===== src/uas_pkg.sv =====
// shared constants and types for the usb address/status register block
// assumes a 20 MHz system clock and an 8-bit register port
package uas_pkg;

	// register offsets
	localparam logic [7:0] UAS_ADDR_WAKE_OFF   = 8'h42;
	localparam logic [7:0] UAS_CTRL_STATUS_OFF = 8'h20;

	// address_wake_reg fields
	localparam int UAS_WAKE_EN_BIT = 0;
	localparam int UAS_ADDR_LSB    = 1;
	localparam int UAS_ADDR_MSB    = 7;

	// usb_ctrl_status_reg fields
	localparam int UAS_SUSPENDED_FLAG_BIT     = 0;
	localparam int UAS_WAKE_CMD_BIT = 1;
	localparam int UAS_RESET_BIT    = 2;
	localparam int UAS_RESUME_BIT   = 3;
	localparam int UAS_DIN_BIT      = 4;
	localparam int UAS_CIN_BIT      = 5;
	localparam int UAS_DOUT_BIT     = 6;
	localparam int UAS_COUT_BIT     = 7;

	// values after reset
	localparam logic [7:0] UAS_ADDR_WAKE_RST = 8'h00;
	localparam logic       UAS_PS2_OUT_RST   = 1'b1;

	// timing
	localparam int UAS_CLK_KHZ       = 20000;
	localparam int UAS_IDLE_MS       = 3;
	localparam int UAS_RESUME_MS     = 20;
	localparam int UAS_WAKE_DRIVE_MS = 10;
	localparam int UAS_WAKE_MIN_US   = 2;
	localparam int UAS_BUS_RESET_NS  = 2500;
	localparam int UAS_IDLE_CYC      = UAS_IDLE_MS * UAS_CLK_KHZ;
	localparam int UAS_RESUME_CYC    = UAS_RESUME_MS * UAS_CLK_KHZ;
	localparam int UAS_WAKE_DRV_CYC  = UAS_WAKE_DRIVE_MS * UAS_CLK_KHZ;
	localparam int UAS_WAKE_MIN_CYC  =
		(UAS_WAKE_MIN_US * UAS_CLK_KHZ + 999) / 1000;
	localparam int UAS_BUS_RST_CYC   =
		(UAS_BUS_RESET_NS * UAS_CLK_KHZ + 999999) / 1000000;
	localparam int UAS_CNT_W         = 20;

	// register port request
	typedef struct packed {
		logic [7:0] addr;
		logic [7:0] wdata;
		logic       we;
		logic       re;
	} uas_bus_req_t;

	// one two-way pin as seen from the driving side
	typedef struct packed {
		logic out;
		logic oe_n;
	} uas_pin_t;

	// link state of the interface engine
	typedef enum logic [2:0] {
		LS_ACTIVE  = 3'b001,
		LS_SUSPEND = 3'b010,
		LS_RESUME  = 3'b100
	} uas_link_t;

endpackage


===== src/uas_regs.sv =====
// usb address/wake register, control/status register and link watcher
// assumes firmware on the register port and a usb or ps/2 host on the pins
`timescale 1ns/1ps
`default_nettype none

module uas_regs
	import uas_pkg::*;
#(
	parameter int unsigned IDLE_CYC   = UAS_IDLE_CYC,
	parameter int unsigned RESUME_CYC = UAS_RESUME_CYC,
	parameter int unsigned WAKE_CYC   = UAS_WAKE_DRV_CYC
) (
	input  wire logic         clk,
	input  wire logic         rst_n,
	input  wire uas_bus_req_t bus_req,
	output logic [7:0]        rdata,
	input  wire logic         usb_mode,
	input  wire logic         usb_clock_on,
	input  wire logic         secondary_suspend_ctl,
	input  wire logic         minus_line_in,
	input  wire logic         plus_line_in,
	output uas_pin_t          minus_line_pin,
	output uas_pin_t          plus_line_pin,
	output logic              usb_irq,
	output logic [6:0]        device_address,
	output logic              remote_wake_enable
);

	localparam logic [UAS_CNT_W-1:0] IDLE_LIM   = UAS_CNT_W'(IDLE_CYC - 1);
	localparam logic [UAS_CNT_W-1:0] RESUME_LIM = UAS_CNT_W'(RESUME_CYC - 1);
	localparam logic [UAS_CNT_W-1:0] WAKE_LIM   = UAS_CNT_W'(WAKE_CYC - 1);
	localparam logic [7:0] WMIN_LIM = 8'(UAS_WAKE_MIN_CYC);
	localparam logic [7:0] RST_LIM  = 8'(UAS_BUS_RST_CYC);

	// pin synchronisers
	logic [1:0] dm_sync_q;
	logic [1:0] dp_sync_q;
	always_ff @(posedge clk or negedge rst_n) begin
		if (!rst_n) begin
			dm_sync_q <= 2'h0;
			dp_sync_q <= 2'h0;
		end else begin
			dm_sync_q <= {dm_sync_q[0], minus_line_in};
			dp_sync_q <= {dp_sync_q[0], plus_line_in};
		end
	end
	wire logic dm = dm_sync_q[1];
	wire logic dp = dp_sync_q[1];

	// low-speed line states: idle is J
	wire logic bus_j   = dm & ~dp;
	wire logic bus_k   = ~dm & dp;
	wire logic bus_se0 = ~dm & ~dp;
	wire logic detect_on = usb_mode & usb_clock_on & ~secondary_suspend_ctl;

	// register decode
	function automatic logic hit(input uas_bus_req_t r, input logic [7:0] a);
		hit = (r.addr == a);
	endfunction
	wire logic wr_aw = bus_req.we & hit(bus_req, UAS_ADDR_WAKE_OFF);
	wire logic wr_cs = bus_req.we & hit(bus_req, UAS_CTRL_STATUS_OFF);
	wire logic rd_cs = bus_req.re & hit(bus_req, UAS_CTRL_STATUS_OFF);

	// state
	uas_link_t             link_q, link_d;
	logic [UAS_CNT_W-1:0]  idle_cnt_q, idle_cnt_d;
	logic [UAS_CNT_W-1:0]  res_cnt_q, res_cnt_d;
	logic [UAS_CNT_W-1:0]  wake_cnt_q, wake_cnt_d;
	logic [7:0]            se0_cnt_q, se0_cnt_d;
	logic [7:0]            hi_cnt_q, hi_cnt_d;
	logic                  wake_cmd_q;
	logic                  wake_drive_q, wake_drive_d;
	logic                  bus_reset_q, bus_reset_d;
	logic                  ps2_data_out_q;
	logic                  ps2_clk_out_q;
	logic [6:0]            addr_q;
	logic                  wake_en_q;

	wire logic suspended_flag_q = (link_q != LS_ACTIVE);
	wire logic suspended_flag_d = (link_d != LS_ACTIVE);
	wire logic resume_q = (link_q == LS_RESUME);
	wire logic resume_d = (link_d == LS_RESUME);
	wire logic reset_hit = (se0_cnt_q == RST_LIM - 8'h01) & bus_se0 & usb_mode;

	// idle timer, counts only while detection is enabled
	assign idle_cnt_d = (!detect_on || !bus_j || link_q != LS_ACTIVE) ?
		'0 : (idle_cnt_q == IDLE_LIM ? idle_cnt_q : idle_cnt_q + 1'b1);
	// se0 length for bus reset
	assign se0_cnt_d = (!bus_se0 || !usb_mode) ? 8'h00 :
		(se0_cnt_q == RST_LIM ? se0_cnt_q : se0_cnt_q + 8'h01);
	// resume visibility timer
	assign res_cnt_d = (link_q != LS_RESUME) ? '0 :
		(res_cnt_q == RESUME_LIM ? res_cnt_q : res_cnt_q + 1'b1);

	always_comb begin
		link_d = link_q;
		unique case (link_q)
			LS_ACTIVE: begin
				if (detect_on && bus_j && idle_cnt_q == IDLE_LIM)
					link_d = LS_SUSPEND;
			end
			LS_SUSPEND: begin
				if (reset_hit)
					link_d = LS_ACTIVE;
				else if (usb_mode && bus_k)
					link_d = LS_RESUME;
			end
			LS_RESUME: begin
				if (reset_hit || (res_cnt_q == RESUME_LIM && !bus_k))
					link_d = LS_ACTIVE;
			end
		endcase
	end

	// bus reset flag: set by reset, cleared by engine on suspend entry
	assign bus_reset_d = reset_hit ? 1'b1 :
		((link_d == LS_SUSPEND && link_q == LS_ACTIVE) ? 1'b0 :
		bus_reset_q);

	// wake command: high time measured, accepted on its clearing write
	wire logic cmd_wr_val = bus_req.wdata[UAS_WAKE_CMD_BIT];
	assign hi_cnt_d = !wake_cmd_q ? 8'h00 :
		(hi_cnt_q == WMIN_LIM ? hi_cnt_q : hi_cnt_q + 8'h01);
	wire logic wake_accept = wr_cs & ~cmd_wr_val & wake_cmd_q &
		(hi_cnt_q == WMIN_LIM) & wake_en_q & suspended_flag_q & usb_mode;
	assign wake_cnt_d = !wake_drive_q ? '0 : wake_cnt_q + 1'b1;
	assign wake_drive_d = wake_accept ? 1'b1 :
		((wake_drive_q && wake_cnt_q == WAKE_LIM) ? 1'b0 :
		wake_drive_q);

	// interrupt on suspend edges, resume and bus reset
	wire logic irq_d = (suspended_flag_d != suspended_flag_q) |
		(resume_d & ~resume_q) | reset_hit;

	// pin drive: usb mode drives K during wake, ps/2 mode is open drain
	wire uas_pin_t dm_pin_d = usb_mode ?
		uas_pin_t'{out: 1'b0, oe_n: ~wake_drive_q} :
		uas_pin_t'{out: 1'b0, oe_n: ps2_data_out_q};
	wire uas_pin_t dp_pin_d = usb_mode ?
		uas_pin_t'{out: 1'b1, oe_n: ~wake_drive_q} :
		uas_pin_t'{out: 1'b0, oe_n: ps2_clk_out_q};

	// read data; write-only fields read as zero
	wire logic [7:0] cs_word = {2'b00,
		dp & ps2_clk_out_q,
		dm & ps2_data_out_q,
		resume_q, bus_reset_q, 1'b0, suspended_flag_q};
	wire logic [7:0] rd_d = rd_cs ? cs_word : 8'h00;

	always_ff @(posedge clk or negedge rst_n) begin
		if (!rst_n) begin
			link_q       <= LS_ACTIVE;
			idle_cnt_q   <= '0;
			res_cnt_q    <= '0;
			wake_cnt_q   <= '0;
			se0_cnt_q    <= 8'h00;
			hi_cnt_q     <= 8'h00;
			wake_drive_q <= 1'b0;
			bus_reset_q  <= 1'b0;
			usb_irq      <= 1'b0;
			rdata        <= 8'h00;
		end else begin
			link_q       <= link_d;
			idle_cnt_q   <= idle_cnt_d;
			res_cnt_q    <= res_cnt_d;
			wake_cnt_q   <= wake_cnt_d;
			se0_cnt_q    <= se0_cnt_d;
			hi_cnt_q     <= hi_cnt_d;
			wake_drive_q <= wake_drive_d;
			bus_reset_q  <= bus_reset_d;
			usb_irq      <= irq_d;
			rdata        <= rd_d;
		end
	end

	// firmware-written fields
	always_ff @(posedge clk or negedge rst_n) begin
		if (!rst_n) begin
			addr_q    <= UAS_ADDR_WAKE_RST[UAS_ADDR_MSB:UAS_ADDR_LSB];
			wake_en_q <= UAS_ADDR_WAKE_RST[UAS_WAKE_EN_BIT];
		end else if (wr_aw) begin
			addr_q    <= bus_req.wdata[UAS_ADDR_MSB:UAS_ADDR_LSB];
			wake_en_q <= bus_req.wdata[UAS_WAKE_EN_BIT];
		end
	end

	always_ff @(posedge clk or negedge rst_n) begin
		if (!rst_n) begin
			wake_cmd_q     <= 1'b0;
			ps2_data_out_q <= UAS_PS2_OUT_RST;
			ps2_clk_out_q  <= UAS_PS2_OUT_RST;
		end else if (wr_cs) begin
			wake_cmd_q     <= cmd_wr_val;
			ps2_data_out_q <= bus_req.wdata[UAS_DOUT_BIT];
			ps2_clk_out_q  <= bus_req.wdata[UAS_COUT_BIT];
		end
	end

	always_ff @(posedge clk or negedge rst_n) begin
		if (!rst_n) begin
			minus_line_pin     <= '{out: 1'b0, oe_n: 1'b1};
			plus_line_pin      <= '{out: 1'b0, oe_n: 1'b1};
			device_address     <= 7'h00;
			remote_wake_enable <= 1'b0;
		end else begin
			minus_line_pin     <= dm_pin_d;
			plus_line_pin      <= dp_pin_d;
			device_address     <= addr_q;
			remote_wake_enable <= wake_en_q;
		end
	end
endmodule

`default_nettype wire


===== config.mk =====
export PLATFORM = sky130hd
export DESIGN_NAME = uas_regs
export DESIGN_NICKNAME = d
export VERILOG_FILES = /design/src/uas_pkg.sv /design/src/uas_regs.sv
export SDC_FILE = /design/constraint.sdc
export NUM_CORES = 1
export LEC_CHECK = 0
export BUFFER_PORTS_ARGS = -buffer_cell sky130_fd_sc_hd__buf_2
export CORE_UTILIZATION = 54
export CTS_BUF_LIST = sky130_fd_sc_hd__clkbuf_4 sky130_fd_sc_hd__clkbuf_8 sky130_fd_sc_hd__clkbuf_16
export CTS_CLUSTER_SIZE = 20
export DETAILED_ROUTE_END_ITERATION = 12
export PLACE_DENSITY = 0.76
export SLEW_MARGIN = 20
export SYNTH_ARGS = -nofsm -noshare
export SYNTH_HDL_FRONTEND = slang
export SYNTH_SLANG_ARGS = --single-unit

===== constraint.sdc =====
create_clock -name clk -period 2.1 [get_ports clk]
set_input_delay 0.105 -clock clk [delete_from_list [all_inputs] [get_ports clk]]
set_output_delay 0.105 -clock clk [all_outputs]
set_load 0.005 [all_outputs]

=== After elaboration in Yosys (flattened, before gate mapping) ===
Cells that the tools add are included.

* Add/sub/neg operators: 5
* Equality and inequality tests: 21
* Multiplexer cells: 21
* Bitwise operators: 27
* Reductions and logical operators: 17

{| class="wikitable"
|+ Operator list
! operator !! count
|-
| 20-bit 2-to-1 mux || 5
|-
| 20-bit by 1-bit adder with 20-bit output, second input constant || 3
|-
| 8-bit by 6-bit equality test with 1-bit output, second input constant || 4
|-
| 8-bit 2-to-1 mux || 4
|-
| 20-bit by 16-bit equality test with 1-bit output, second input constant || 1
|-
| 20-bit by 18-bit equality test with 1-bit output, second input constant || 1
|-
| 20-bit by 19-bit equality test with 1-bit output, second input constant || 1
|-
| 1-bit AND || 19
|-
| 8-bit by 1-bit adder with 8-bit output, second input constant || 2
|-
| 3-bit 2-to-1 mux || 4
|-
| 3-bit case mux with 3 select lines || 1
|-
| 8-bit by 7-bit equality test with 1-bit output, second input constant || 1
|-
| 2-bit != test, second input constant || 4
|-
| 3-bit by 2-bit equality test with 1-bit output, second input constant || 2
|-
| 3-bit equality test, second input constant || 2
|-
| 1-bit logical AND || 6
|-
| 6-bit 2-to-1 mux || 1
|-
| 3-bit by 1-bit != test with 1-bit output, second input constant || 2
|-
| 1-bit inverter || 6
|-
| 1-bit zero test || 5
|-
| 1-bit 2-to-1 mux || 5
|-
| 1-bit logical OR || 4
|-
| 2-bit nonzero test || 2
|-
| 3-bit by 1-bit equality test with 1-bit output, second input constant || 1
|-
| 4 further kinds || 5
|}

* Bits in registers: 114
* Input port bits: 25
* Word-level logic and storage cells: 113

=== Longest topological paths before layout ===
* Word-level depth: 11
* Depth in mapped cells: 8

=== Worst setup path after synthesis ===
Ideal clock, no wire load.

* Path type: reg2reg
* Start point: register se0_cnt_q[1]
* End point: register usb_irq
* Library setup time: 0.079 ns
* Arrival: 1.933 ns
* Setup slack: 0.088 ns
* Stages on the path, launching flop included: 9
* Path buffers: 0
* Cells stage by stage: dfrtp_1 > inv_1 > ha_1 > or3b_2 > o41ai_2 > a31oi_1 > a21oi_2 > nor3b_2 > mux2i_1

* Word-level cells in the longest chain between the ends: 10
* Elaborated cells on any way between the ends: 13

{| class="wikitable"
|+ RTL lines
! item !! line !! RTL
|-
| start, declared || uas_regs.sv:69 || <nowiki>logic [7:0] se0_cnt_q, se0_cnt_d;</nowiki>
|-
| start signal, assigned || uas_regs.sv:167 || <nowiki>se0_cnt_q <= se0_cnt_d;</nowiki>
|-
| 8-bit by 6-bit equality test with 1-bit output * || uas_regs.sv:83 || <nowiki>wire logic reset_hit = (se0_cnt_q == RST_LIM - 8'h01) & bus_se0 & usb_mode;</nowiki>
|-
| 1-bit AND * (2 in series) || uas_regs.sv:83 ||
|-
| 1-bit logical OR || uas_regs.sv:109 || <nowiki>if (reset_hit || (res_cnt_q == RESUME_LIM && !bus_k))</nowiki>
|-
| 3-bit 2-to-1 mux || uas_regs.sv:109 ||
|-
| 3-bit case mux with 3 select lines * || uas_regs.sv:97 || <nowiki>unique case (link_q)</nowiki>
|-
| net link_d[0] || uas_regs.sv:65 || <nowiki>uas_link_t link_q, link_d;</nowiki>
|-
| 3-bit by 1-bit != test with 1-bit output / 3-bit equality test (equally long branches) || uas_regs.sv:80, uas_regs.sv:82 ||
|-
| 1-bit != test / 1-bit AND (equally long branches) || uas_regs.sv:132, uas_regs.sv:133 ||
|-
| 1-bit bitwise OR * || uas_regs.sv:132 || <nowiki>wire logic irq_d = (suspended_flag_d != suspended_flag_q) |</nowiki>
|-
| 1-bit bitwise OR * || uas_regs.sv:133 || <nowiki>(resume_d & ~resume_q) | reset_hit;</nowiki>
|-
| net irq_d || uas_regs.sv:132 ||
|-
| end signal, assigned || uas_regs.sv:171 || <nowiki>usb_irq <= irq_d;</nowiki>
|-
| end, declared || uas_regs.sv:24 || <nowiki>output logic usb_irq,</nowiki>
|}

Mark *: on every way through the listed nets, which the timed path passes. The rest lies on a longest branch.
A chain may end at the register's enable or synchronous reset.

=== Final worst setup path ===
Ends and elaborated chain as after synthesis.

==> flow_summary.ini <==
[logic_synthesis]
number_of_flops_mapped_to_enable_cells_by_yosys = 0
postSynth.topFlopCell = sky130_fd_sc_hd__dfrtp_1
yosys.area.top_type = sky130_fd_sc_hd__dfrtp_1
synth.area.top_cells = sky130_fd_sc_hd__dfrtp_1, sky130_fd_sc_hd__xnor2_1, sky130_fd_sc_hd__xor2_1
proportion_of_synthesized_flip_flops_having_asynchronous_set_or_reset = 1.000
ys_seq_area_frac = 0.5314
synth.yosys.warnings = 0
yosysTopAreaCellShare = 0.5068
postSynthCellCount = 505
syn_area_sq_um = 5333
ys_seq_elements = 113
synthesis.area_per_instance_sq_um = 10.56
netlist-cell-type-count = 53

[timing]
finalSetupViolCount = 0
maxSlewViolCount = 0
whs_ns = 0.04542
rsz0062_at_grt = yes
worstMarginPinSlew_ns = 0.5995
period_needed_ns = 2.004
maxSlewHeadroom = 0.6003
timing.final.crit_share = 0.9541
hold_violations = 0
max_freq_mhz = 499.1
finClkSkew_ns = 0.006662
worst_slack_ns = 0.09632

[critical_path]
critPathArrivalTime_ns = 2.43
crit_required_ns = 2.53
crit_fanout = 4
endpoint_kind = flip-flop
setup_cp_type = reg2reg
crit_path_start_kind = flip-flop

[pwr]
powerDensity_nw_per_um2 = 796.6
p_leak_uw = 0.002909
irDropWorstVdd_v = 0.0006619

[layout]
diodes = 0
areaGrowthSynthToFinish_pct = 22.29
post_route_cells_drive_above_1_share = 0.2067
finalNetCount = 615
final_core_utilization = 0.6926

[clock_tree]
clk_transition_reported_paths_ns = 0.06
htree_num_levels = 4
cts_tree = yes
cts.sink_count = 113
cts_max_path_buffers = 2
insertion_delay_ns = 0.51
cts.root.buffer_cell = sky130_fd_sc_hd__clkbuf_8
numCtsBuffers = 17

[die]
dieWidth_um = 101.4
fp-row-count = 35
die-area_sq_um = 10280
fp.dieH_um = 101.4
design.portCount = 46
initial_utilization = 0.5664
core_area_sq_um = 9415

[worst_hold_path]
min_path_type = in2reg

[detailed_routing]
dr.pass1.iters = 6
detail_route.vias_per_cell = 5.496
route.detailed.wl_per_inst_um = 15.23
detail-route-antenna-nets = 0
routed_wl_um = 11030
drt_iter0_markers = 138
drt_drc_violations_left = 0
via_count = 3979

[global_route]
grt_pass1_vias = 3907
global_route_wire_length_before_repair_um = 18570
grt_most_used_layer = met2
grt_use_met2 = 0.3741
antenna_found_initial = 0
grt.total_usage = 0.2368
grt_max_degree = 48
grtUsageMet3 = 0.06556
grt_remaining_overflow = 0
met1_demand_to_capacity_share_in_global_routing = 0.3070

[placed_design]
gp_congestion = 0.9135
placement.io_buffers = 41
post-place-ws_ns = -0.02549
hpwl_um = 7126

[flow_run]
count_of_max_cap_constraint_violations = 0

[outcome]
result_of_the_run = completed
-- cell families after synthesis --
family,after synthesis,share of synthesized area
simple gates,241,0.2459
flops,113,0.5314
fa+ha+maj,8,0.01877
xor+xnor,58,0.09526
buf+inv,26,0.02534
other cells,1,0.0007032
mux,15,0.03074
compound gates,43,0.05186
-- state kept, by name, indices dropped and copies added (netlist names), 3 cells and up --
register        cells
addr_q              7
device_address      7
hi_cnt_q            8
idle_cnt_q         20
link_q              3
rdata               5
res_cnt_q          20
se0_cnt_q           8
wake_cnt_q         20
-- cell usage in the layout (no fill, tap or decap), drive strengths merged, types with 4 or more instances in the layout --
cell | netlist | routed
a21oi | 13 | 13
and2 | 28 | 28
and3 | 21 | 21
and4 | 4 | 4
buf | 7 | 58
clkbuf | 10 | 20
clkinv | 0 | 7
conb | 1 | 4
dfrtp | 108 | 108
dfstp | 5 | 5
dlygate4sd3 | 0 | 14
ha | 8 | 8
inv | 9 | 9
mux2 | 11 | 11
mux2i | 4 | 4
nand2 | 35 | 35
nand3 | 35 | 35
nand4 | 13 | 13
nor2 | 51 | 51
nor2b | 4 | 4
nor3 | 11 | 11
nor3b | 6 | 6
nor4 | 5 | 5
nor4b | 4 | 4
o21ai | 13 | 13
or3 | 10 | 10
xnor2 | 32 | 32
xor2 | 26 | 26
-- cell type report --
cell class	instances	area, sq um
fill	693	2894
sequential	113	2834
multi-input combinational	369	2421
timing repair buffer	72	488.0
clock buffer	20	442.9
tap	129	161.4
clock inverter	12	140.1
inverter	9	33.78
-- power breakdown --
part	total (uW)	switching [uW]	internal (uW)
logic	156	86.3	69.4
registers	2220	15.6	2210
clock network	2820	970	1850
-- through the flow --
step,std cells,setup TNS (ns),area (sq um),power (uW)
after floorplan,508,0,5344,2303
after global placement,677,0,5744,2393
after detailed placement,677,-0.02549,5744,2398
after CTS,723,0,6470,5246
after global routing,724,-0.02757,6521,5349
final,724,0,6521,5195
-- cell usage after synthesis, drive strengths merged (13+ instances only) --
master	count
and2	28
xor2	26
o21ai	13
xnor2	32
a21oi	13
nor2	51
nand2	35
dfrtp	108
nand4	13
and3	21
nand3	35
-- per-layer routing --
| metal | vias to the layer above | part of all wire | wire [um] |
|---|---|---|---|
| li1 | 1905 | - | - |
| met2 | 90 | 0.49 | 5449 |
| met3 | 17 | 0.038 | 421 |
| met4 | 0 | 0.023 | 250 |
| met5 | - | 0 | 0 |
| met1 | 1967 | 0.45 | 4908 |
-- critical path: stages (launching register included) --
cell	delay, ns
sky130_fd_sc_hd__dfrtp_1	0.37
sky130_fd_sc_hd__inv_1	0.06
sky130_fd_sc_hd__ha_1	0.13
sky130_fd_sc_hd__or3b_4	0.41
sky130_fd_sc_hd__o41ai_2	0.31
sky130_fd_sc_hd__a31oi_1	0.10
sky130_fd_sc_hd__a21oi_2	0.15
sky130_fd_sc_hd__nor3b_4	0.20
sky130_fd_sc_hd__mux2i_1	0.19
-- worst paths after layout --
check | slack, ns | cells past startpoint | to | startpoint
worst max-delay path | 0.1 | 8 | usb_irq$_DFF_PN0_ | se0_cnt_q[1]$_DFFE_PN0P_
worst min-delay path | 0.05 | 3 | wake_drive_q$_DFFE_PN0P_ | bus_req[1]
worst max register to register | 0.1 | 8 | usb_irq$_DFF_PN0_ | se0_cnt_q[1]$_DFFE_PN0P_
worst min register to register | 0.37 | 0 | dm_sync_q[1]$_DFF_PN0_ | dm_sync_q[0]$_DFF_PN0_
max in group asynchronous | 1.31 | 3 | link_q[0]$_DFF_PN1_ | rst_n
min in group asynchronous | 0.16 | 2 | res_cnt_q[9]$_DFFE_PN0P_ | rst_n
-- what timing repair did --
item	in CTS	in global routing
endpoints found under the setup margin	1	5
buffers inserted	0	1
gates resized for setup	1	11
cloned	0	0
hold buffers	14	0
endpoints found under the hold margin	62	0
pin swaps	0	5
No activity file was read; power rests on OpenSTA's default activity.
